--- config.mk ---
export PLATFORM = sky130hd
export DESIGN_NAME = pciu_core
export DESIGN_NICKNAME = d
export VERILOG_FILES = /design/src/hw/pciu_pkg.sv /design/src/hw/pciu_core.sv
export VERILOG_INCLUDE_DIRS = /design/src /design/src/hw
export SDC_FILE = /design/constraint.sdc
export NUM_CORES = 1
export LEC_CHECK = 0
export BUFFER_PORTS_ARGS = -buffer_cell sky130_fd_sc_hd__buf_4
export CORE_MARGIN = 4
export CORE_UTILIZATION = 37
export DETAILED_ROUTE_END_ITERATION = 10
export SKIP_LAST_GASP = 1
export SLEW_MARGIN = 20
export SYNTH_ARGS = -nofsm -noshare
export SYNTH_HDL_FRONTEND = slang
export SYNTH_SLANG_ARGS = --single-unit
--- constraint.sdc ---
create_clock -name clk_sys -period 1.8 [get_ports clk_sys]
set_clock_uncertainty 0.2 [all_clocks]
set_input_delay 0.36 -clock clk_sys [delete_from_list [all_inputs] [get_ports clk_sys]]
set_output_delay 0.36 -clock clk_sys [all_outputs]
set_load 0.005 [all_outputs]
--- src/hw/pciu_regs.svh ---
// Register offsets, field positions and reset values of the pin change interrupt unit.
`ifndef PCIU_REGS_SVH
`define PCIU_REGS_SVH

`define PCIU_ADDR_W 8
`define PCIU_OFS_FLAGS 8'h3B
`define PCIU_OFS_ENABLES 8'h68
`define PCIU_OFS_SENSE 8'h69
`define PCIU_OFS_MASK0 8'h6B
`define PCIU_OFS_MASK1 8'h6C
`define PCIU_OFS_MASK2 8'h6D
`define PCIU_OFS_EXT_FLAGS 8'h3C
`define PCIU_OFS_EXT_ENABLE 8'h3D
`define PCIU_GROUP_BITS 3'h7
`define PCIU_MASK1_BITS 8'h7F
`define PCIU_SENSE_BITS 2'h3
`define PCIU_RESET_BYTE 8'h00
`define PCIU_ZERO_BYTE 8'h00
`define PCIU_BIT_EXT0 0
`define PCIU_SENSE_LOW 2'h0
`define PCIU_SENSE_ANY 2'h1
`define PCIU_SENSE_FALL 2'h2
`define PCIU_SENSE_RISE 2'h3

`endif

--- src/hw/pciu_pkg.sv ---
// Types shared by the pin change interrupt unit.
package pciu_pkg;
    typedef logic [7:0] pciu_byte_t;
    typedef logic [2:0] pciu_group_t;
    typedef logic [1:0] pciu_sense_t;
endpackage : pciu_pkg

--- src/hw/pciu_core.sv ---
// Pin change and external interrupt zero logic with its register port.
//
// Function
// - Set ext0 pending on recognised request.
// - Ext0 requests only with global and enable.
// - Ext0 pending cleared by acknowledge or write-one.
// - Ext0 pending held zero under low sensing.
// - Enable and flag bits 7..3 read zero.
// - Group two enabled by enable bit 2.
// - Group one enabled by enable bit 1.
// - Group zero enabled by enable bit 0.
// - Change on high inputs sets flag two.
// - Change on mid inputs sets flag one.
// - Change on low inputs sets flag zero.
// - Group request needs global and group enable.
// - Group flags cleared by acknowledge or write-one.
// - Each group has its own request vector.
// - Group two mask bits gate each pin.
// - Group one mask uses bits 6..0.
// - Group one mask bit 7 reads zero.
// - Group zero mask bits gate each pin.
// - Change detected on all 23 inputs.
// - Inputs sensed regardless of pin direction.
// - Sense value 00 selects low level.
`timescale 1ns/1ps
`default_nettype none
`include "pciu_regs.svh"

module pciu_core (
    // Clock and reset.
    input wire logic clk_sys,
    input wire logic rst_n,
    // Register port.
    input wire logic [`PCIU_ADDR_W-1:0] reg_addr,
    input wire pciu_pkg::pciu_byte_t reg_wdata,
    input wire logic reg_write,
    input wire logic reg_read,
    output logic [7:0] reg_rdata,
    // Pins, sampled from the pad whatever their direction.
    input wire logic [7:0] change_inputs_low,
    input wire logic [6:0] change_inputs_mid,
    input wire logic [7:0] change_inputs_high,
    input wire logic ext_irq_zero,
    // CPU core side.
    input wire logic global_irq_enable,
    input wire logic ext0_ack,
    input wire pciu_pkg::pciu_group_t group_ack,
    output logic ext0_request,
    output logic group0_request,
    output logic group1_request,
    output logic group2_request,
    output logic wake_request
);
    import pciu_pkg::*;

    pciu_group_t group_change_enables;
    pciu_group_t group_change_flags;
    pciu_byte_t group0_pin_mask;
    pciu_byte_t group1_pin_mask;
    pciu_byte_t group2_pin_mask;
    pciu_sense_t ext0_sense;
    logic ext0_enable;
    logic ext0_pending_flag;

    logic [22:0] pin_meta;
    logic [22:0] pin_sync;
    logic [22:0] pin_prev;
    logic ext_meta;
    logic ext_sync;
    logic ext_prev;
    logic [1:0] warm;
    logic primed;

    logic [22:0] pin_toggle;
    pciu_group_t group_hit;
    logic ext0_edge;
    logic wr_flags;
    logic wr_ext_flags;
    logic wr_enables;
    logic wr_mask0;
    logic wr_mask1;
    logic wr_mask2;
    logic wr_sense;
    logic wr_ext_enable;
    logic ext0_low_mode;

    // Next values of the flags and the read data.
    pciu_byte_t flags_kept;
    pciu_group_t next_group_flags;
    logic next_ext0_pending;
    pciu_byte_t next_rdata;

    // Flag clear pattern: written ones clear, written zeros keep.
    function automatic pciu_byte_t w1c(input pciu_byte_t cur, input pciu_byte_t wdat, input logic hit);
        w1c = hit ? (cur & ~wdat) : cur;
    endfunction : w1c

    // Strobe qualified by one register offset.
    function automatic logic reg_hit(input logic strobe, input logic [`PCIU_ADDR_W-1:0] addr,
        input logic [`PCIU_ADDR_W-1:0] ofs);
        reg_hit = strobe && (addr == ofs);
    endfunction : reg_hit

    // Request toward one vector: global enable, local enable, flag, and no ack this cycle.
    function automatic logic vector_req(input logic gie, input logic enable, input logic flag, input logic ack);
        vector_req = gie & enable & flag & ~ack;
    endfunction : vector_req

    // Pin synchronisers: only the second stage is read by the change logic.
    always_ff @(posedge clk_sys) begin
        if (!rst_n) begin
            pin_meta <= '0;
            pin_sync <= '0;
        end else begin
            pin_meta <= {change_inputs_high, change_inputs_mid, change_inputs_low};
            pin_sync <= pin_meta;
        end
    end

    // Ext0 synchroniser; it idles high like a pulled-up pin.
    always_ff @(posedge clk_sys) begin
        if (!rst_n) begin
            ext_meta <= 1'b1;
            ext_sync <= 1'b1;
        end else begin
            ext_meta <= ext_irq_zero;
            ext_sync <= ext_meta;
        end
    end

    // Previous pin levels for change detection.
    always_ff @(posedge clk_sys) begin
        if (!rst_n) begin
            pin_prev <= '0;
        end else begin
            pin_prev <= pin_sync;
        end
    end

    // Previous ext0 level for edge detection.
    always_ff @(posedge clk_sys) begin
        if (!rst_n) begin
            ext_prev <= 1'b1;
        end else begin
            ext_prev <= ext_sync;
        end
    end

    // Detection stays off until the synchronisers and the previous levels all hold
    // sampled pin values, so a pin that is high at reset gives no false change.
    always_ff @(posedge clk_sys) begin
        if (!rst_n) begin
            warm <= '0;
            primed <= 1'b0;
        end else begin
            warm <= {warm[0], 1'b1};
            primed <= warm[1];
        end
    end

    // Per-pin toggles gated by masks and group enables.
    always_comb begin
        pin_toggle = primed ? (pin_sync ^ pin_prev) : '0;
        group_hit[0] = group_change_enables[0] & |(pin_toggle[7:0] & group0_pin_mask);
        group_hit[1] = group_change_enables[1]
            & |(pin_toggle[14:8] & group1_pin_mask[6:0]);
        group_hit[2] = group_change_enables[2] & |(pin_toggle[22:15] & group2_pin_mask);
    end

    // Ext0 edge recognition per sense mode; low level is not latched.
    always_comb begin
        ext0_edge = 1'b0;
        if (primed) begin
            unique case (ext0_sense)
                `PCIU_SENSE_LOW: ext0_edge = 1'b0;
                `PCIU_SENSE_ANY: ext0_edge = ext_sync ^ ext_prev;
                `PCIU_SENSE_FALL: ext0_edge = ext_prev & ~ext_sync;
                `PCIU_SENSE_RISE: ext0_edge = ~ext_prev & ext_sync;
            endcase
        end
    end

    // Write strobes, one per register; writes to unmapped offsets match none
    // of them and are dropped.
    assign wr_flags = reg_hit(reg_write, reg_addr, `PCIU_OFS_FLAGS);
    assign wr_ext_flags = reg_hit(reg_write, reg_addr, `PCIU_OFS_EXT_FLAGS);
    assign wr_enables = reg_hit(reg_write, reg_addr, `PCIU_OFS_ENABLES);
    assign wr_mask0 = reg_hit(reg_write, reg_addr, `PCIU_OFS_MASK0);
    assign wr_mask1 = reg_hit(reg_write, reg_addr, `PCIU_OFS_MASK1);
    assign wr_mask2 = reg_hit(reg_write, reg_addr, `PCIU_OFS_MASK2);
    assign wr_sense = reg_hit(reg_write, reg_addr, `PCIU_OFS_SENSE);
    assign wr_ext_enable = reg_hit(reg_write, reg_addr, `PCIU_OFS_EXT_ENABLE);
    assign ext0_low_mode = (ext0_sense == `PCIU_SENSE_LOW);

    // Group enables; the spare bits are never stored, so they
    // always read back as zero.
    always_ff @(posedge clk_sys) begin
        if (!rst_n) begin
            group_change_enables <= '0;
        end else if (wr_enables) begin
            group_change_enables <= reg_wdata[2:0] & `PCIU_GROUP_BITS;
        end
    end

    // Group zero pin mask.
    always_ff @(posedge clk_sys) begin
        if (!rst_n) begin
            group0_pin_mask <= `PCIU_RESET_BYTE;
        end else if (wr_mask0) begin
            group0_pin_mask <= reg_wdata;
        end
    end

    // Group one pin mask; its top bit has no pin behind it and is
    // dropped on write so that it reads as zero.
    always_ff @(posedge clk_sys) begin
        if (!rst_n) begin
            group1_pin_mask <= `PCIU_RESET_BYTE;
        end else if (wr_mask1) begin
            group1_pin_mask <= reg_wdata & `PCIU_MASK1_BITS;
        end
    end

    // Group two pin mask.
    always_ff @(posedge clk_sys) begin
        if (!rst_n) begin
            group2_pin_mask <= `PCIU_RESET_BYTE;
        end else if (wr_mask2) begin
            group2_pin_mask <= reg_wdata;
        end
    end

    // Ext0 sense mode; reset leaves it at low-level sensing, so the
    // pending flag stays clear until software picks an edge mode.
    always_ff @(posedge clk_sys) begin
        if (!rst_n) begin
            ext0_sense <= `PCIU_SENSE_LOW;
        end else if (wr_sense) begin
            ext0_sense <= reg_wdata[1:0] & `PCIU_SENSE_BITS;
        end
    end

    // Ext0 enable.
    always_ff @(posedge clk_sys) begin
        if (!rst_n) begin
            ext0_enable <= 1'b0;
        end else if (wr_ext_enable) begin
            ext0_enable <= reg_wdata[`PCIU_BIT_EXT0];
        end
    end

    // Group flags next value: an ack or a written one clears a flag, but a
    // change seen in the same cycle still sets it, so no event is lost.
    always_comb begin
        flags_kept = w1c({5'h00, group_change_flags}, reg_wdata, wr_flags);
        next_group_flags = (flags_kept[2:0] & ~group_ack) | group_hit;
    end

    // Group flags.
    always_ff @(posedge clk_sys) begin
        if (!rst_n) begin
            group_change_flags <= '0;
        end else begin
            group_change_flags <= next_group_flags;
        end
    end

    // Ext0 pending next value.
    // Later ifs win: low-level mode over a new edge, a new edge over any clear.
    always_comb begin
        next_ext0_pending = ext0_pending_flag;
        if (wr_ext_flags && reg_wdata[`PCIU_BIT_EXT0]) begin
            next_ext0_pending = 1'b0;
        end
        if (ext0_ack) begin
            next_ext0_pending = 1'b0;
        end
        if (ext0_edge) begin
            next_ext0_pending = 1'b1;
        end
        if (ext0_low_mode) begin
            next_ext0_pending = 1'b0;
        end
    end

    // Ext0 pending flag.
    always_ff @(posedge clk_sys) begin
        if (!rst_n) begin
            ext0_pending_flag <= 1'b0;
        end else begin
            ext0_pending_flag <= next_ext0_pending;
        end
    end

    // Ext0 request: the synchronised pin level in low-level mode, so it lasts
    // as long as the pin is held low; the pending flag in the edge modes.
    always_ff @(posedge clk_sys) begin
        if (!rst_n) begin
            ext0_request <= 1'b0;
        end else if (ext0_low_mode) begin
            ext0_request <= global_irq_enable & ext0_enable & ~ext_sync;
        end else begin
            ext0_request <= vector_req(global_irq_enable, ext0_enable, ext0_pending_flag, ext0_ack);
        end
    end

    // Group zero request; an ack in the same cycle drops it at once, so
    // the core never enters the same vector twice for one flag.
    always_ff @(posedge clk_sys) begin
        if (!rst_n) begin
            group0_request <= 1'b0;
        end else begin
            group0_request <= vector_req(global_irq_enable, group_change_enables[0], group_change_flags[0],
                group_ack[0]);
        end
    end

    // Group one request.
    always_ff @(posedge clk_sys) begin
        if (!rst_n) begin
            group1_request <= 1'b0;
        end else begin
            group1_request <= vector_req(global_irq_enable, group_change_enables[1], group_change_flags[1],
                group_ack[1]);
        end
    end

    // Group two request.
    always_ff @(posedge clk_sys) begin
        if (!rst_n) begin
            group2_request <= 1'b0;
        end else begin
            group2_request <= vector_req(global_irq_enable, group_change_enables[2], group_change_flags[2],
                group_ack[2]);
        end
    end

    // Wake pulse for any enabled, unmasked change; it ignores the global
    // enable because a sleeping core must be woken even with interrupts off.
    always_ff @(posedge clk_sys) begin
        if (!rst_n) begin
            wake_request <= 1'b0;
        end else begin
            wake_request <= |group_hit;
        end
    end

    // Read multiplexer; spare bits and unmapped offsets read as zero, and
    // the data stand only in the cycle after the strobe.
    always_comb begin
        next_rdata = `PCIU_ZERO_BYTE;
        if (reg_read) begin
            unique case (reg_addr)
                `PCIU_OFS_FLAGS: next_rdata = {5'h00, group_change_flags};
                `PCIU_OFS_ENABLES: next_rdata = {5'h00, group_change_enables};
                `PCIU_OFS_MASK0: next_rdata = group0_pin_mask;
                `PCIU_OFS_MASK1: next_rdata = group1_pin_mask;
                `PCIU_OFS_MASK2: next_rdata = group2_pin_mask;
                `PCIU_OFS_SENSE: next_rdata = {6'h00, ext0_sense};
                `PCIU_OFS_EXT_ENABLE: next_rdata = {7'h00, ext0_enable};
                `PCIU_OFS_EXT_FLAGS: next_rdata = {7'h00, ext0_pending_flag};
                default: next_rdata = `PCIU_ZERO_BYTE;
            endcase
        end
    end

    // Read data register.
    always_ff @(posedge clk_sys) begin
        if (!rst_n) begin
            reg_rdata <= `PCIU_ZERO_BYTE;
        end else begin
            reg_rdata <= next_rdata;
        end
    end
endmodule : pciu_core

`default_nettype wire

# After elaboration in Yosys (flattened, before gate mapping)
# Cells that the tools add are included.
# totals
reg_bits,121
# op_classes
n_eq_ne,11
n_bitwise,35
mux,10
n_reduce_logical,17
# op_table
op,count
$pmux 8 s8,1
$eq 8x7->1 const B,5
$eq 8x6->1 const B,3
$mux 23,1
$xor 23x23->23,1
$and 1x1->1,18
$and 8x8->8,2
$reduce_or 8->1,2
$logic_and 1x1->1,9
$and 7x7->7,1
$not 1->1,7
$reduce_or 7->1,1
$and 3x3->3,2
$mux 1,6
$not 3->3,2
$eq 2x2->1 const B,2
$pmux 1 s4,1
$mux 3,1
$or 3x3->3,1
$reduce_bool 3->1,1
$reduce_or 3->1,1
$eq 2x1->1 const B,1
$logic_not 2->1,1
$reduce_and 2->1,1
other kinds (2),2

# Depth between registers and ports, before layout
# depth
word_depth,6
depth_mapped,7
ltp_nobuf,7

# Least setup slack after synthesis
# Ideal clock, no wire load.
# synth_path
kind,input to register
startpoint,input port reg_addr[7]
endpoint,register group2_pin_mask[0]
setup_slack_ns,0.125
required_ns,1.484
t_arrival_ns,1.358
setup_time_ns,0.116
stages,4
n_path_buf,0
path_cell_list,nand4bb_4 -> nor3_4 -> mux2i_1 -> nor2b_1
# synth_via
elab_chain_len,2
# synth_lines
element,line,rtl
"start, declared",pciu_core.sv:34,"input wire logic [`PCIU_ADDR_W-1:0] reg_addr,"
$eq 8x7->1,pciu_core.sv:101,reg_hit = strobe && (addr == ofs);
$logic_and 1x1->1,pciu_core.sv:101,
"end signal, assigned",pciu_core.sv:227,group2_pin_mask <= `PCIU_RESET_BYTE;
"end signal, assigned",pciu_core.sv:229,group2_pin_mask <= reg_wdata;
"end, declared",pciu_core.sv:60,pciu_byte_t group2_pin_mask;
# No other way between the ends.
# A chain may end at the register's enable or synchronous reset.

# Worst setup path after layout
# layout_path
startpoint,register pin_sync[9]
endpoint,register group_change_flags[1]
# layout_via
elab_chain_len,6
# layout_lines
element,line,rtl
"start, declared",pciu_core.sv:66,logic [22:0] pin_sync;
"start signal, assigned",pciu_core.sv:116,pin_sync <= pin_meta;
$xor 23x23->23,pciu_core.sv:163,pin_toggle = primed ? (pin_sync ^ pin_prev) : '0;
$mux 23,pciu_core.sv:163,
$and 7x7->7,pciu_core.sv:166,& |(pin_toggle[14:8] & group1_pin_mask[6:0]);
$reduce_or 7->1,pciu_core.sv:166,
$and 1x1->1,pciu_core.sv:166,
$or 3x3->3,pciu_core.sv:256,next_group_flags = (flags_kept[2:0] & ~group_ack) | group_hit;
"end signal, assigned",pciu_core.sv:264,group_change_flags <= next_group_flags;
"end, declared",pciu_core.sv:57,pciu_group_t group_change_flags;
# No other way between the ends.

==> metrics.md <==
| Metric | Value |
|---|---|
| WP data arrival | `1.87 ns` |
| Reg-to-Reg End | `group_change_flags[1]` |
| Cts bufs inserted | `17` |
| Post-layout minimum cycle time | `between 1.5 and 2 ns` |
| Met3 Use GR | `0.0423` |
| Worst path required time | `roughly 1.9 ns` |
| N_diodes | `0` |
| Skew-Pair Late Insertion Delay | `about 0.40 ns` |
| Clock sink total | `between 100 and 150` |
| Total track usage | `0.140` |
| Synth Flop Type | `dfxtp_1` |
| Row cnt | `39` |
| Vias per std cell | `roughly 4.7` |
| Reg clk slew, reported paths | `0.06 ns` |
| Synthesis-to-layout area growth | `33.3%` |
| Max Slew Vio Count | `0` |
| Post-synthesis instance total | `421` |
| Synthesis-stage register bit count | `121` |
| RSZ-0062 raised after global routing | `yes` |
| Met1 usage | `0.180` |
| Antenna violations before repair | `0` |
| Most frequent cells in the layout | `dfxtp_1, and2_1, buf_4` |
| Placer Congestion | `0.782` |
| Max VDD drop | `roughly 0.48 mV` |
| IO Count | `62` |
| Min-delay worst type | `input port to flop` |
| Worst R2R Start | `pin_sync[9]` |
| Initial core utilization | `0.386` |
| Final Hold Vio Count | `0` |
| Endpoint, Worst Hold | `group1_request` |
| Synth Cell Area | `4480 um^2` |
| Syn Area/Cell | `roughly 11 um^2` |
| Total gr overflow | `0` |
| Ys Warns | `0` |
| Root buffer cell | `clkbuf_16` |
| Critical path startpoint category | `flop` |
| Met2 GRT Util | `0.225` |
| Sequential-to-total area share from yosys stat | `0.541` |
| Setup TNS | `0 ns` |
| Post-Syn Nets | `472` |
| Die area | `between 10,000 and 15,000 um^2` |
| Status | `finished clean` |
| Worst Tran Pin Value | `about 0.35 ns` |
| Ys async rst share | `0` |
| Slew margin rel. | `0.769` |
| Layout cells sized above 1 | `0.231` |
| First-pass GRT wire length | `15.7 mm` |
| CP Class | `flop to flop` |
| Die Y | `between 100 and 150 um` |
| Nets | `about 570` |
| Reg2reg setup slack | `0.03 ns` |
| Max-Cap Viols | `0` |
| Synth top area share | `0.541` |
| CP endpoint kind | `flop` |
| PwrDens | `1060 nW/um^2` |
| Most used routing layer | `met2` |
| Commonest non-fill, non-tap cell in the layout | `dfxtp_1` |
| Post-Route WL | `9.48 mm` |
| Clock buffer depth | `2` |
| EDFF count, synth | `0` |
| # fillers | `1,039` |
| Reg2Reg Depth | `7` |
| Detailed Place HPWL | `6.48 mm` |
| DR pass1 iterations | `4` |
| Number of global-route vias before repair | `3,184` |
| Area leader, netlist | `dfxtp_1` |
| DR WL/cell | `14.0 um` |
| Core Box Area | `~12,000 um^2` |
| Number of library cell types mapped by synthesis | `40` |
| Die X | `118 um` |
| Final setup margin | `roughly 0.027 ns` |
| DRT iter0 DRCs | `122` |
| Hold Startpoint | `group_ack[1]` |
| Setup violations, final | `0` |
| Min-Delay Path Depth | `3` |
| Final ANT Viol Nets | `0` |
| Number of remaining DRC errors | `0` |
| Fmax | `~0.56 GHz` |
| I/O Buffers | `61` |
| H-Tree Depth | `4` |
| Post-Place Setup Slack | `-0.0725 ns` |
| Final worst path period share | `0.985` |
| Top post-synthesis cells by area | `dfxtp_1, and2_1, mux2i_1` |
| Vias | `~3,200` |
| CTS tree | `built` |
| Leakage power | `2.48 nW` |
| Largest net degree at the start of global routing | `106` |
| Crit-path max FO | `2` |
[layout make-up]
class / instances / area (um^2) / area share
clock inverters: 14 / 150 / 0.0251
clock buffers: 18 / 429 / 0.0718
well taps: 143 / 179 / 0.0299
flip-flops and latches: 121 / 2420 / 0.405
inverters: 2 / 7.51 / 0.00126
repair buffers: 98 / 833 / 0.139
multi-input cells: 280 / 1950 / 0.327
[metrics by stage]
stage	cell area (um^2)	power, W	instances	utilization	hold WS, ns
2_1_floorplan	4480	0.00297	421	-	0.186
3_3_place_gp	5130	0.00310	618	0.442	0.197
3_5_place_dp	5130	0.00311	618	0.442	0.200
4_1_cts	5950	0.00641	674	0.513	0.0191
5_1_grt	5970	0.00659	676	0.514	0.0363
6_report	5970	0.00634	676	0.514	0.0334
[per-layer routing]
| metal | vias up | routed length (um) |
|---|---|---|
| li1 | 1614 | - |
| met3 | 8 | 483 |
| met1 | 1501 | 4490 |
| met4 | 0 | 127 |
| met2 | 74 | 4380 |
| met5 | - | 0 |
[worst max path at each step]
stage / end / start / cells past startpoint / slack (ns)
4_1_cts: wake_request / pin_sync[9] / 5 / 0.03
6_report: group_change_flags[1] / pin_sync[9] / 7 / 0.03
3_5_place_dp: group0_pin_mask[3] / reg_addr[7] / 6 / -0.07
5_1_grt: group_change_flags[1] / pin_sync[9] / 7 / -0.07
2_1_floorplan: group2_pin_mask[0] / reg_addr[7] / 4 / 0.13
3_3_place_gp: group1_pin_mask[4] / reg_addr[7] / 7 / 0.001
[flip-flops by register name, indices dropped and copies added, names as in the netlist, 3 cells and up]
signal / cells
pin_sync: 23
reg_rdata: 8
pin_meta: 23
pin_prev: 23
group_change_enables: 3
group2_pin_mask: 8
group1_pin_mask: 7
group0_pin_mask: 8
group_change_flags: 3
[critical path, stage by stage, from the launching register on]
cell	delay (ns)
dfxtp_1	0.32
xor2_1	0.14
a222oi_1	0.36
nand3_1	0.11
buf_4	0.17
buf_4	0.12
a31oi_1	0.17
nor2b_1	0.06
[cells by family (layout without fill, tap and decap cells)]
kind of cell,after synthesis,count (layout),synth area share
AO/OA/AOI/OAI,48,48,0.0746
XOR/XNOR,23,23,0.0450
adder cells (fa/ha/maj),2,2,0.00558
buffers and inverters,20,132,0.0246
flip-flops,121,121,0.541
multiplexers,30,30,0.0693
AND/OR/NAND/NOR,177,177,0.240
[power breakdown]
group          switching [W]  internal [W]
Sequential         0.0000270       0.00275
Combinational       0.000129      0.000185
Clock                0.00121       0.00204
Total                0.00136       0.00498
[repair_timing]
item | CTS | global route
setup buffers | 0 | 2
resized for setup | 0 | 2
hold endpoints to repair | 24 | 0
hold buffers | 24 | 0
endpoints found under the setup margin | 0 | 1
[synthesized netlist by cell type, drive strengths merged (2+ instances only)]
cell and n:
and2 73, buf 3, a31oi 3, xor2 23
nor2b 23, nor2 13, and3 3, nand2 26
inv 2, nand3b 3, nand2b 7, dfxtp 121
a22oi 17, mux2i 22, nand4 3, nand3 16
ha 2, mux2 8, a21oi 6, clkbuf 14
a21boi 11, nor3 3, and4bb 2, o21ai 6
(Power assumes the default switching activity.)
